[config.mk]
export PLATFORM = sky130hd
export DESIGN_NAME = wrt_top
export DESIGN_NICKNAME = d
export VERILOG_FILES = /design/src/core/wrt_pkg.sv /design/src/core/wrt_if.sv /design/src/core/wrt_rc_div.sv /design/src/core/wrt_top.sv
export VERILOG_INCLUDE_DIRS = /design/src /design/src/core
export SDC_FILE = /design/constraint.sdc
export NUM_CORES = 1
export LEC_CHECK = 0
export BUFFER_PORTS_ARGS = -buffer_cell sky130_fd_sc_hd__buf_2
export CAP_MARGIN = 40
export CORE_MARGIN = 1
export CORE_UTILIZATION = 50
export DETAILED_ROUTE_END_ITERATION = 10
export GPL_TIMING_DRIVEN = 0
export HOLD_SLACK_MARGIN = 0.05
export PLACE_DENSITY_LB_ADDON = 0.12
export SYNTH_ARGS = -nofsm -noshare
export SYNTH_HDL_FRONTEND = slang
export SYNTH_HIERARCHICAL = 1
export SYNTH_SLANG_ARGS = --single-unit
[constraint.sdc]
create_clock -name I_CLK -period 4.5 [get_ports I_CLK]
set_input_delay 0.675 -clock I_CLK [delete_from_list [all_inputs] [get_ports I_CLK]]
set_output_delay 0.675 -clock I_CLK [all_outputs]
set_load 0.02 [all_outputs]
[src/core/wrt_consts.svh]
// Offsets, field positions, reset values and timing counts of the wake timer
`ifndef WRT_CONSTS_SVH
`define WRT_CONSTS_SVH

// Register byte addresses
`define WRT_ADDR_CTRL        8'h20
`define WRT_ADDR_EVT0_COUNT  8'h40
`define WRT_ADDR_STATUS      8'h44
`define WRT_ADDR_MASK        8'h48

// Control register field positions
`define WRT_BIT_RC_OSC_POWER_DOWN        7
`define WRT_DLY_MSB          6
`define WRT_DLY_LSB          4
`define WRT_BIT_CAL_EN       3
`define WRT_RES_MSB          1
`define WRT_RES_LSB          0

// Reset values
`define WRT_RST_RC_OSC_POWER_DOWN        1'b1
`define WRT_RST_DELAY        3'h7
`define WRT_RST_CAL_EN       1'b1
`define WRT_RST_RES          2'h0
`define WRT_RST_EVT0_COUNT   16'h876b

// Status bit positions
`define WRT_ST_FIRST_EVENT_TIMEOUT_COUNT        0
`define WRT_ST_SECOND_EVENT_DELAY        1
`define WRT_ST_CAL_DONE      2

// Crystal clock periods per RC oscillator period
`define WRT_RC_DIV           750
// RC periods spent in the initial calibration
`define WRT_CAL_TICKS        16

`endif

[src/core/wrt_pkg.sv]
// Types shared by the wake timer modules
package wrt_pkg;

  typedef enum logic [1:0] {
    WRT_OFF = 2'b00,
    WRT_CAL = 2'b01,
    WRT_RUN = 2'b10
  } wrt_state_e;

  typedef logic [31:0] wrt_word_t;

endpackage : wrt_pkg

[src/core/wrt_if.sv]
// Link between the timer control and its RC clock divider
`timescale 1ns/1ns
interface wrt_if;
  logic run;
  logic rc_tick;

  modport div  (input run, output rc_tick);
  modport user (output run, input rc_tick);
endinterface : wrt_if

[src/core/wrt_rc_div.sv]
// Divider that turns the crystal clock into RC period enable pulses
`timescale 1ns/1ns
`include "wrt_consts.svh"
module wrt_rc_div (
  input  wire logic I_CLK,
  input  wire logic I_SRST,
  wrt_if.div        link
);
  import wrt_pkg::*;

  localparam logic [9:0] DIV_LAST = 10'(`WRT_RC_DIV - 1);

  logic [9:0] cnt;
  logic       at_last;

  assign at_last = (cnt == DIV_LAST);

  // Counter restarts while stopped so the first period is always whole
  always_ff @(posedge I_CLK) begin
    if (I_SRST || !link.run) begin
      cnt          <= 10'h000;
      link.rc_tick <= 1'b0;
    end else begin
      cnt          <= at_last ? 10'h000 : cnt + 10'h001;
      link.rc_tick <= at_last;
    end
  end
endmodule : wrt_rc_div

[src/core/wrt_top.sv]
// Wake timer control: APB registers, RC calibration and event timing
//
// Decided for this implementation: register access over APB.
`timescale 1ns/1ns
`include "wrt_consts.svh"
module wrt_top (
  input  wire logic            I_CLK,
  input  wire logic            I_SRST,
  input  wire logic            I_PSEL,
  input  wire logic            I_PENABLE,
  input  wire logic            I_PWRITE,
  input  wire logic [7:0]      I_PADDR,
  input  wire wrt_pkg::wrt_word_t I_PWDATA,
  output logic                 O_PREADY,
  output wrt_pkg::wrt_word_t   O_PRDATA,
  output logic                 O_PSLVERR,
  output logic                 O_IRQ,
  output logic                 O_FIRST_EVENT_TIMEOUT_COUNT,
  output logic                 O_SECOND_EVENT_DELAY,
  output logic                 O_CAL_BUSY
);
  import wrt_pkg::*;

  // Control, count, status and mask fields
  logic        rc_osc_power_down;
  logic [2:0]  second_event_delay;
  logic        rc_osc_calibration_enable;
  logic [1:0]  first_event_resolution;
  logic [15:0] first_event_timeout_count;
  logic [2:0]  status;
  logic [2:0]  mask;

  // Timer state
  wrt_state_e  state;
  wrt_state_e  next_state;
  logic        pd_prev;
  logic [4:0]  cal_cnt;
  logic [14:0] pre_cnt;
  logic [15:0] step_cnt;
  logic [5:0]  e1_cnt;
  logic        e1_busy;
  logic        ev0;
  logic        ev1;
  logic        cal_done;

  wrt_if link ();

  wrt_rc_div u_div (
    .I_CLK  (I_CLK),
    .I_SRST (I_SRST),
    .link   (link.div)
  );

  // Bus decode; the answer comes one cycle into the access phase
  logic      access;
  logic      wr_en;
  logic      hit_ctrl;
  logic      hit_cnt;
  logic      hit_st;
  logic      hit_mask;
  logic      hit_any;
  wrt_word_t rd_word;
  wrt_word_t ctrl_word;

  assign access    = I_PSEL && I_PENABLE;
  assign wr_en     = access && O_PREADY && I_PWRITE && hit_any;
  assign hit_ctrl  = (I_PADDR == `WRT_ADDR_CTRL);
  assign hit_cnt   = (I_PADDR == `WRT_ADDR_EVT0_COUNT);
  assign hit_st    = (I_PADDR == `WRT_ADDR_STATUS);
  assign hit_mask  = (I_PADDR == `WRT_ADDR_MASK);
  assign hit_any   = hit_ctrl || hit_cnt || hit_st || hit_mask;
  assign ctrl_word = {24'h000000, rc_osc_power_down, second_event_delay,
                      rc_osc_calibration_enable, 1'b0,
                      first_event_resolution};
  assign rd_word   = hit_ctrl ? ctrl_word :
                     hit_cnt  ? {16'h0000, first_event_timeout_count} :
                     hit_st   ? {29'h00000000, status} :
                     hit_mask ? {29'h00000000, mask} : 32'h00000000;

  // Bus answer flops
  always_ff @(posedge I_CLK) begin
    if (I_SRST) begin
      O_PREADY  <= 1'b0;
      O_PRDATA  <= 32'h00000000;
      O_PSLVERR <= 1'b0;
    end else begin
      O_PREADY  <= access && !O_PREADY;
      O_PRDATA  <= (access && !O_PREADY && !I_PWRITE) ? rd_word : 32'h0;
      O_PSLVERR <= access && !O_PREADY && !hit_any;
    end
  end

  // Control register; bit 2 has no storage so writes to it vanish
  always_ff @(posedge I_CLK) begin
    if (I_SRST) begin
      rc_osc_power_down         <= `WRT_RST_RC_OSC_POWER_DOWN;
      second_event_delay        <= `WRT_RST_DELAY;
      rc_osc_calibration_enable <= `WRT_RST_CAL_EN;
      first_event_resolution    <= `WRT_RST_RES;
    end else if (wr_en && hit_ctrl) begin
      rc_osc_power_down         <= I_PWDATA[`WRT_BIT_RC_OSC_POWER_DOWN];
      second_event_delay        <= I_PWDATA[`WRT_DLY_MSB:`WRT_DLY_LSB];
      rc_osc_calibration_enable <= I_PWDATA[`WRT_BIT_CAL_EN];
      first_event_resolution    <= I_PWDATA[`WRT_RES_MSB:`WRT_RES_LSB];
    end
  end

  // Count and mask registers
  always_ff @(posedge I_CLK) begin
    if (I_SRST) begin
      first_event_timeout_count <= `WRT_RST_EVT0_COUNT;
      mask                      <= 3'h0;
    end else begin
      if (wr_en && hit_cnt)
        first_event_timeout_count <= I_PWDATA[15:0];
      if (wr_en && hit_mask)
        mask <= I_PWDATA[2:0];
    end
  end

  // Sticky status, write one to clear; a fresh event beats the clear
  logic [2:0] events;
  logic [2:0] clr;
  assign events = {cal_done, ev1, ev0};
  assign clr    = (wr_en && hit_st) ? I_PWDATA[2:0] : 3'h0;

  always_ff @(posedge I_CLK) begin
    if (I_SRST) begin
      status <= 3'h0;
      O_IRQ  <= 1'b0;
    end else begin
      status <= (status & ~clr) | events;
      O_IRQ  <= |(((status & ~clr) | events) & mask);
    end
  end

  // Oscillator sequencing: power up, optional calibration, then run
  logic pd_fall;
  logic cal_last;
  assign pd_fall  = pd_prev && !rc_osc_power_down;
  assign cal_last = link.rc_tick && (cal_cnt == 5'(`WRT_CAL_TICKS - 1));
  assign link.run = (state != WRT_OFF);

  always_comb begin
    next_state = state;
    case (state)
      WRT_OFF: begin
        if (pd_fall)
          next_state = rc_osc_calibration_enable ? WRT_CAL : WRT_RUN;
      end
      WRT_CAL: begin
        if (rc_osc_power_down)
          next_state = WRT_OFF;
        else if (cal_last)
          next_state = WRT_RUN;
      end
      WRT_RUN: begin
        if (rc_osc_power_down)
          next_state = WRT_OFF;
      end
      default: next_state = WRT_OFF;
    endcase
  end

  always_ff @(posedge I_CLK) begin
    if (I_SRST) begin
      state      <= WRT_OFF;
      pd_prev    <= `WRT_RST_RC_OSC_POWER_DOWN;
      cal_cnt    <= 5'h00;
      cal_done   <= 1'b0;
      O_CAL_BUSY <= 1'b0;
    end else begin
      state      <= next_state;
      pd_prev    <= rc_osc_power_down;
      cal_cnt    <= (state != WRT_CAL) ? 5'h00 :
                    link.rc_tick ? cal_cnt + 5'h01 : cal_cnt;
      cal_done   <= (state == WRT_CAL) && (next_state == WRT_RUN);
      // Busy skips the first CAL cycle, before the divider has started,
      // so it spans exactly the calibration's own RC periods
      O_CAL_BUSY <= (state == WRT_CAL) && (next_state == WRT_CAL);
    end
  end

  // Step weight in RC periods minus one, per resolution code
  logic [14:0] pre_max;
  always_comb begin
    case (first_event_resolution)
      2'h0:    pre_max = 15'h0000;
      2'h1:    pre_max = 15'h001f;
      2'h2:    pre_max = 15'h03ff;
      2'h3:    pre_max = 15'h7fff;
      default: pre_max = 15'h0000;
    endcase
  end

  // Second event delay in RC periods
  logic [5:0] dly;
  always_comb begin
    case (second_event_delay)
      3'h0:    dly = 6'h04;
      3'h1:    dly = 6'h06;
      3'h2:    dly = 6'h08;
      3'h3:    dly = 6'h0c;
      3'h4:    dly = 6'h10;
      3'h5:    dly = 6'h18;
      3'h6:    dly = 6'h20;
      3'h7:    dly = 6'h30;
      default: dly = 6'h30;
    endcase
  end

  // First event after count steps; a zero count fires every step
  logic running;
  logic step;
  logic step_last;
  assign running   = (state == WRT_RUN);
  assign step      = running && link.rc_tick && (pre_cnt >= pre_max);
  assign step_last = ({1'b0, step_cnt} + 17'h00001) >=
                     {1'b0, first_event_timeout_count};

  always_ff @(posedge I_CLK) begin
    if (I_SRST || !running) begin
      pre_cnt  <= 15'h0000;
      step_cnt <= 16'h0000;
      ev0      <= 1'b0;
      O_FIRST_EVENT_TIMEOUT_COUNT <= 1'b0;
    end else begin
      if (link.rc_tick)
        pre_cnt <= (pre_cnt >= pre_max) ? 15'h0000 : pre_cnt + 15'h0001;
      if (step)
        step_cnt <= step_last ? 16'h0000 : step_cnt + 16'h0001;
      ev0      <= step && step_last;
      O_FIRST_EVENT_TIMEOUT_COUNT <= step && step_last;
    end
  end

  // Second event counts down from the first
  always_ff @(posedge I_CLK) begin
    if (I_SRST || !running) begin
      e1_cnt   <= 6'h00;
      e1_busy  <= 1'b0;
      ev1      <= 1'b0;
      O_SECOND_EVENT_DELAY <= 1'b0;
    end else begin
      ev1      <= 1'b0;
      O_SECOND_EVENT_DELAY <= 1'b0;
      if (ev0) begin
        e1_cnt  <= dly;
        e1_busy <= 1'b1;
      end else if (e1_busy && link.rc_tick) begin
        e1_cnt <= e1_cnt - 6'h01;
        if (e1_cnt == 6'h01) begin
          e1_busy  <= 1'b0;
          ev1      <= 1'b1;
          O_SECOND_EVENT_DELAY <= 1'b1;
        end
      end
    end
  end
endmodule : wrt_top

Word-level counts from Yosys, hierarchy flattened. Memory sizes are Yosys's and may differ from the RTL's. A register that Yosys moved wholly into a read port is not among the register bits. Cells that the tools add are included.

Register bits: 125. Bits in latches: 0. Memory bits (writable): 0. Memory bits (read-only): 40. Input port bits: 45. Output and inout bits: 38. Word-level logic and storage cells: 121. Memories kept: 1.

Memories: (name not given) (depth 8, bits a word 5, rd ports 1, clocked after Yosys merged registers in 1, write ports 0, RTL line wrt_top.sv:199) `case (second_event_delay)`.

Add/sub/neg operators: 6. Multipliers: 0. Divide/modulo/power cells: 0. Magnitude comparators: 2. Equality and inequality tests: 15. Shift operators: 0. Multiplexer cells: 22. Bitwise gates (word level): 6. Reduce and logical (&&, ||, !) cells: 43.

Operators by type and width (count): $pmux W15 S4 (1); $mux W16 (2); $eq A8 B7 Y1 const B (3); $logic_and A1 B1 Y1 (19); $add A16 B1 Y17 const B (1); $ge A17 B16 Y1 (1); $add A16 B1 Y16 const B (1); $add A15 B1 Y15 const B (1); $ge A15 B15 Y1 (1); $mux W15 (1); $mux W3 (5); $mux W6 (2); $add A10 B1 Y10 const B (1); $eq A10 B10 Y1 const B (1); $mux W2 (5); $reduce_or A3 Y1 (3); $eq A2 B2 Y1 const B (4); $eq A8 B6 Y1 const B (1); $mux W8 (1); $and A3 B3 Y3 (2); $eq A2 B1 Y1 const B (3); $eq A6 B1 Y1 const B (1); $logic_not A1 Y1 (6); $pmux W2 S3 (1); 14 further kinds (27).

Longest topological paths before layout.
Word-level depth: 12. Depth in mapped cells: 14.

Hierarchy. The synthesis kept the hierarchy.

By module, submodules not included: wrt_top (times used 1, cells an instance 624, area an instance 5255.0 sq um, sequential area each 2062.0 sq um); wrt_rc_div (times used 1, cells an instance 55, area an instance 491.7 sq um, sequential area each 220.2 sq um).

Least setup slack after synthesis. OpenSTA, ideal clock, no wires.

Kind: reg-to-reg. From: register step_cnt[0]. To: register step_cnt[6]. Setup time: 101 ps. Data arrival time: 3469 ps. Setup slack: 930 ps. Cell stages (with the launch flop): 15. Path buffers: 2. Period minus slack after synthesis: 3570 ps. Cells stage by stage: dfxtp_1 -> ha_1 -> nand3_1 -> or4_1 -> buf_4 -> nor2_1 -> xor2_1 -> ha_1 -> a21o_1 -> a21oi_1 -> o21ai_2 -> nor4_4 -> or3b_1 -> buf_2 -> o41ai_1.

Word-level cells in the longest chain between the ends: 3. Elaborated cells on any way between the ends: 4. Classes of those cells: add/sub: 2; order compare: 1; mux: 1.

RTL lines: start: declaration (RTL line wrt_top.sv:39) `logic [15:0] step_cnt;`; start signal: assignment (RTL line wrt_top.sv:231) `step_cnt <= step_last ? 16'h0000 : step_cnt + 16'h0001;`; $add A16 B1 Y17 (RTL line wrt_top.sv:218) `assign step_last = ({1'b0, step_cnt} + 17'h00001) >=`; $ge A17 B16 Y1 (RTL line wrt_top.sv:218); $mux W16 (*) (RTL line wrt_top.sv:231).

Every way passes the cells marked *; elsewhere a longest branch is shown, timed or not. A chain may end at the register's enable or synchronous reset.

Worst setup path in the final report.
From: register step_cnt[0]. To: register step_cnt[5].

Same word-level chain as after synthesis.

==> results.py <==
metrics = {
    "outcome": {
        "status": "finished clean",
    },
    "global_route": {
        "grt.total_usage_pct": 23.5,
        "grt_pass1_vias": 4540,
        "antenna_found_initial": 0,
        "overflow": 0,
        "grt_first_pass_wirelength_um": 21200,
        "grt_max_degree": 17,
    },
    "yosys": {
        "yosysWarnings": 6,
        "yosysTopAreaCell": "dfxtp_1",
        "synth-simple-area-share_pct": 23.9,
        "ys_ff_latch": 114,
        "syn_avg_cell_area_um2": 8.46,
        "synth_fa_ha_area_share_pct": 8.49,
        "yosys.cell_count.top_type": "dfxtp_1",
        "netlist_area_mm2": 0.00575,
        "synth_area_leaders": "dfxtp_1 40%, ha_1 8.5%, nand2_1 4.5%, nor2_1 4.5%, a21oi_1 3.7%",
        "synthXorXnorAreaFrac_pct": 5.49,
        "ys_async_sr_fraction_pct": 0,
        "synthTopCellsByCount": "114 x dfxtp_1, 69 x nand2_1, 69 x nor2_1",
        "synth_ff_type": "dfxtp_1",
        "seq_area_frac_synth_pct": 39.7,
        "synth_compound_area_share_pct": 14.3,
        "synth_top_family_by_area": "simple AND/OR/NAND/NOR gates",
        "yosysUniqueCellTypes": 63,
        "synthCells": 679,
        "yosys.area.top_type_share_pct": 39.7,
        "synth-edff-count": 0,
        "synth_mux_area_share_pct": 1.24,
    },
    "power": {
        "power_switching_mw": 0.498,
        "clkPwrFrac_pct": 56.2,
        "comb_power_share_pct": 2.4,
        "swShare_pct": 20.4,
        "p_seq_share_pct": 41.4,
        "leakage_nw": 2.85,
        "intPower_mw": 1.95,
        "ir_drop_uv": 385,
        "power.density_mw_per_mm2": 358,
    },
    "clock_tree": {
        "h-tree-depth": 4,
        "clk_pin_slew_worst_paths_ns": 0.05,
        "clk_latency_ns": 0.42,
        "cts.sinks": 114,
        "cts_setup_buffers": 0,
        "clk_path_buf_depth": 2,
        "cts_tree": "yes",
        "numCtsBuffers": 17,
        "ctsResizeCount": 0,
        "cts_root_buffer": "clkbuf_16",
    },
    "placement": {
        "gp_congestion": 0.888,
        "io_buffer_count": 49,
        "placed_area_mm2": 0.00622,
        "dpl.hpwl_um": 9660,
    },
    "detailed_routing": {
        "wl_um": 13200,
        "post-route-drc-count": 0,
        "drt_first_pass_iters": 5,
        "ant_nets": 0,
        "viasPerCell": 5.50,
        "routedWlPerCell_um": 14.4,
        "initialDrtViolationCount": 318,
        "vias": 5034,
    },
    "floorplan": {
        "die_area_mm2": 0.0119,
        "fp.dieH_um": 109,
        "die_w_um": 109,
        "std_cell_rows": 38,
        "core_area_mm2": 0.0110,
        "pin_count": 83,
        "start_util_pct": 52.1,
    },
    "timing": {
        "tns_ns": 0,
        "worstMarginPinSlew_ns": 0.765,
        "slew_viol_final": 0,
        "finalCritPeriodShare_pct": 91.9,
        "fmax_ghz": 0.242,
        "rsz0062_at_grt": "no",
        "slew_headroom_pct": 47.7,
        "finalCriticalPeriod_ns": 4.14,
        "finalSetupViolations": 0,
        "finalHoldViolations": 0,
        "skew_ns": 0.00635,
    },
    "final_layout": {
        "fin_area_mm2": 0.00683,
        "diodes": 0,
        "syn_to_final_growth_pct": 18.9,
        "fill_cells": 978,
        "nets": 846,
        "drive_gt1_share_pct": 14.1,
    },
    "critical_path": {
        "r2r_slack_ns": 0.36,
        "crit_type": "reg2reg",
        "endpoint_kind": "flop",
        "cp.required_ns": 4.80,
        "crit_fanout": 9,
        "start_kind": "flop",
        "cp.arrival_ns": 4.44,
    },
    "flow_run": {
        "maxCapViolCount": 0,
    },
    "worst_hold_path": {
        "worstHoldPathType": "reg2reg",
    },
}
## kinds of logic after synthesis
family                   Yosys count
XOR/XNOR                          36
buffers and inverters             87
AO/OA/AOI/OAI                    122
adder cells (fa/ha/maj)           39
other                              1
flip-flops                       114
multiplexers                       7
AND/OR/NAND/NOR                  273
## routing by layer
layer  up-vias  GRT usage (%)  part of all wire, %
met5         -              0                    0
met4         0           9.81                  1.8
met3        21           7.17                  5.3
met2       134           37.3                   46
met1      2360           29.6                   47
li1       2519              -                    -
## cell type report
type	instances	area, um2	area share, %
buffer	45	238	3.48
multi-input combinational	493	3130	45.8
clock inverter	8	126	1.85
timing repair buffer	49	245	3.59
sequential	114	2280	33.4
tap	140	175	2.56
inverter	42	158	2.31
clock buffer	24	482	7.05
## what timing repair did
| item | 4_1_cts | 5_1_grt |
|---|---|---|
| endpoints found under the hold margin | 0 | 0 |
| endpoints found under the setup margin | 0 | 1 |
| hold buffers | 0 | 0 |
## registers in the layout, summed over array words and instances, names as in the netlist, 2 cells and up
register / flops
u_div/cnt: 10
cal_cnt: 5
status: 3
mask: 3
first_event_timeout_count: 16
O_PRDATA: 16
step_cnt: 16
pre_cnt: 15
e1_cnt: 6
first_event_resolution: 2
dly: 5
second_event_delay: 3
state: 2
## power groups by stage
stage	logic [mW]	registers (mW)	clock network, mW
after floorplan	0.0345	1.03	0
after global placement	0.0568	1.03	0
after detailed placement	0.0570	1.03	0
after CTS	0.0573	1.01	1.39
after global routing	0.0630	1.01	1.45
final	0.0583	1.01	1.37
## final timing paths
| path | from | to | cells past startpoint |
|---|---|---|---|
| max | step_cnt[0]$_SDFFE_PP0N_ | step_cnt[5]$_SDFFE_PP0N_ | 14 |
| min reg2reg | first_event_timeout_count[2]$_SDFFE_PP0P_ | first_event_timeout_count[2]$_SDFFE_PP0P_ | 2 |
| max reg2reg | step_cnt[0]$_SDFFE_PP0N_ | step_cnt[5]$_SDFFE_PP0N_ | 14 |
| min | first_event_timeout_count[2]$_SDFFE_PP0P_ | first_event_timeout_count[2]$_SDFFE_PP0P_ | 2 |
## critical path, stage by stage, from the launching register on
cell     delay [ns]
dfxtp_1        0.44
ha_1           0.26
nand3_1        0.26
or4_1          0.53
buf_4          0.17
nor2_1         0.12
xor2_1         0.22
ha_1           0.28
a21o_1         0.18
a21oi_1        0.16
o21ai_2        0.09
nor4_4         0.45
or3b_1         0.38
buf_2          0.19
o41ai_1        0.29
## cells in the final DEF (no fill, tap or decap), types with 16 or more instances in the layout
cell type,instances
a21oi_1,43
ha_1,39
nor3_1,17
xor2_1,17
nand2_1,69
nor2_1,69
inv_1,42
buf_4,17
clkbuf_16,17
conb_1,16
nand4_1,18
dfxtp_1,114
xnor2_1,19
clkbuf_1,27
nand3_1,22
and3_1,17
buf_2,53
## metrics by stage
stage                     hold slack [ns]  instances  power, mW  setup slack, ns  utilization [%]
after floorplan                     0.427        694       1.07            0.930                -
after global placement              0.440        883       1.09            0.424             56.4
final                               0.454        915       2.44            0.364             61.9
after CTS                           0.455        915       2.46            0.330             61.9
after global routing                0.474        915       2.52          0.00525             61.9
after detailed placement            0.448        883       1.09            0.357             56.4
Note: power is estimated with default switching activity, not from simulation.
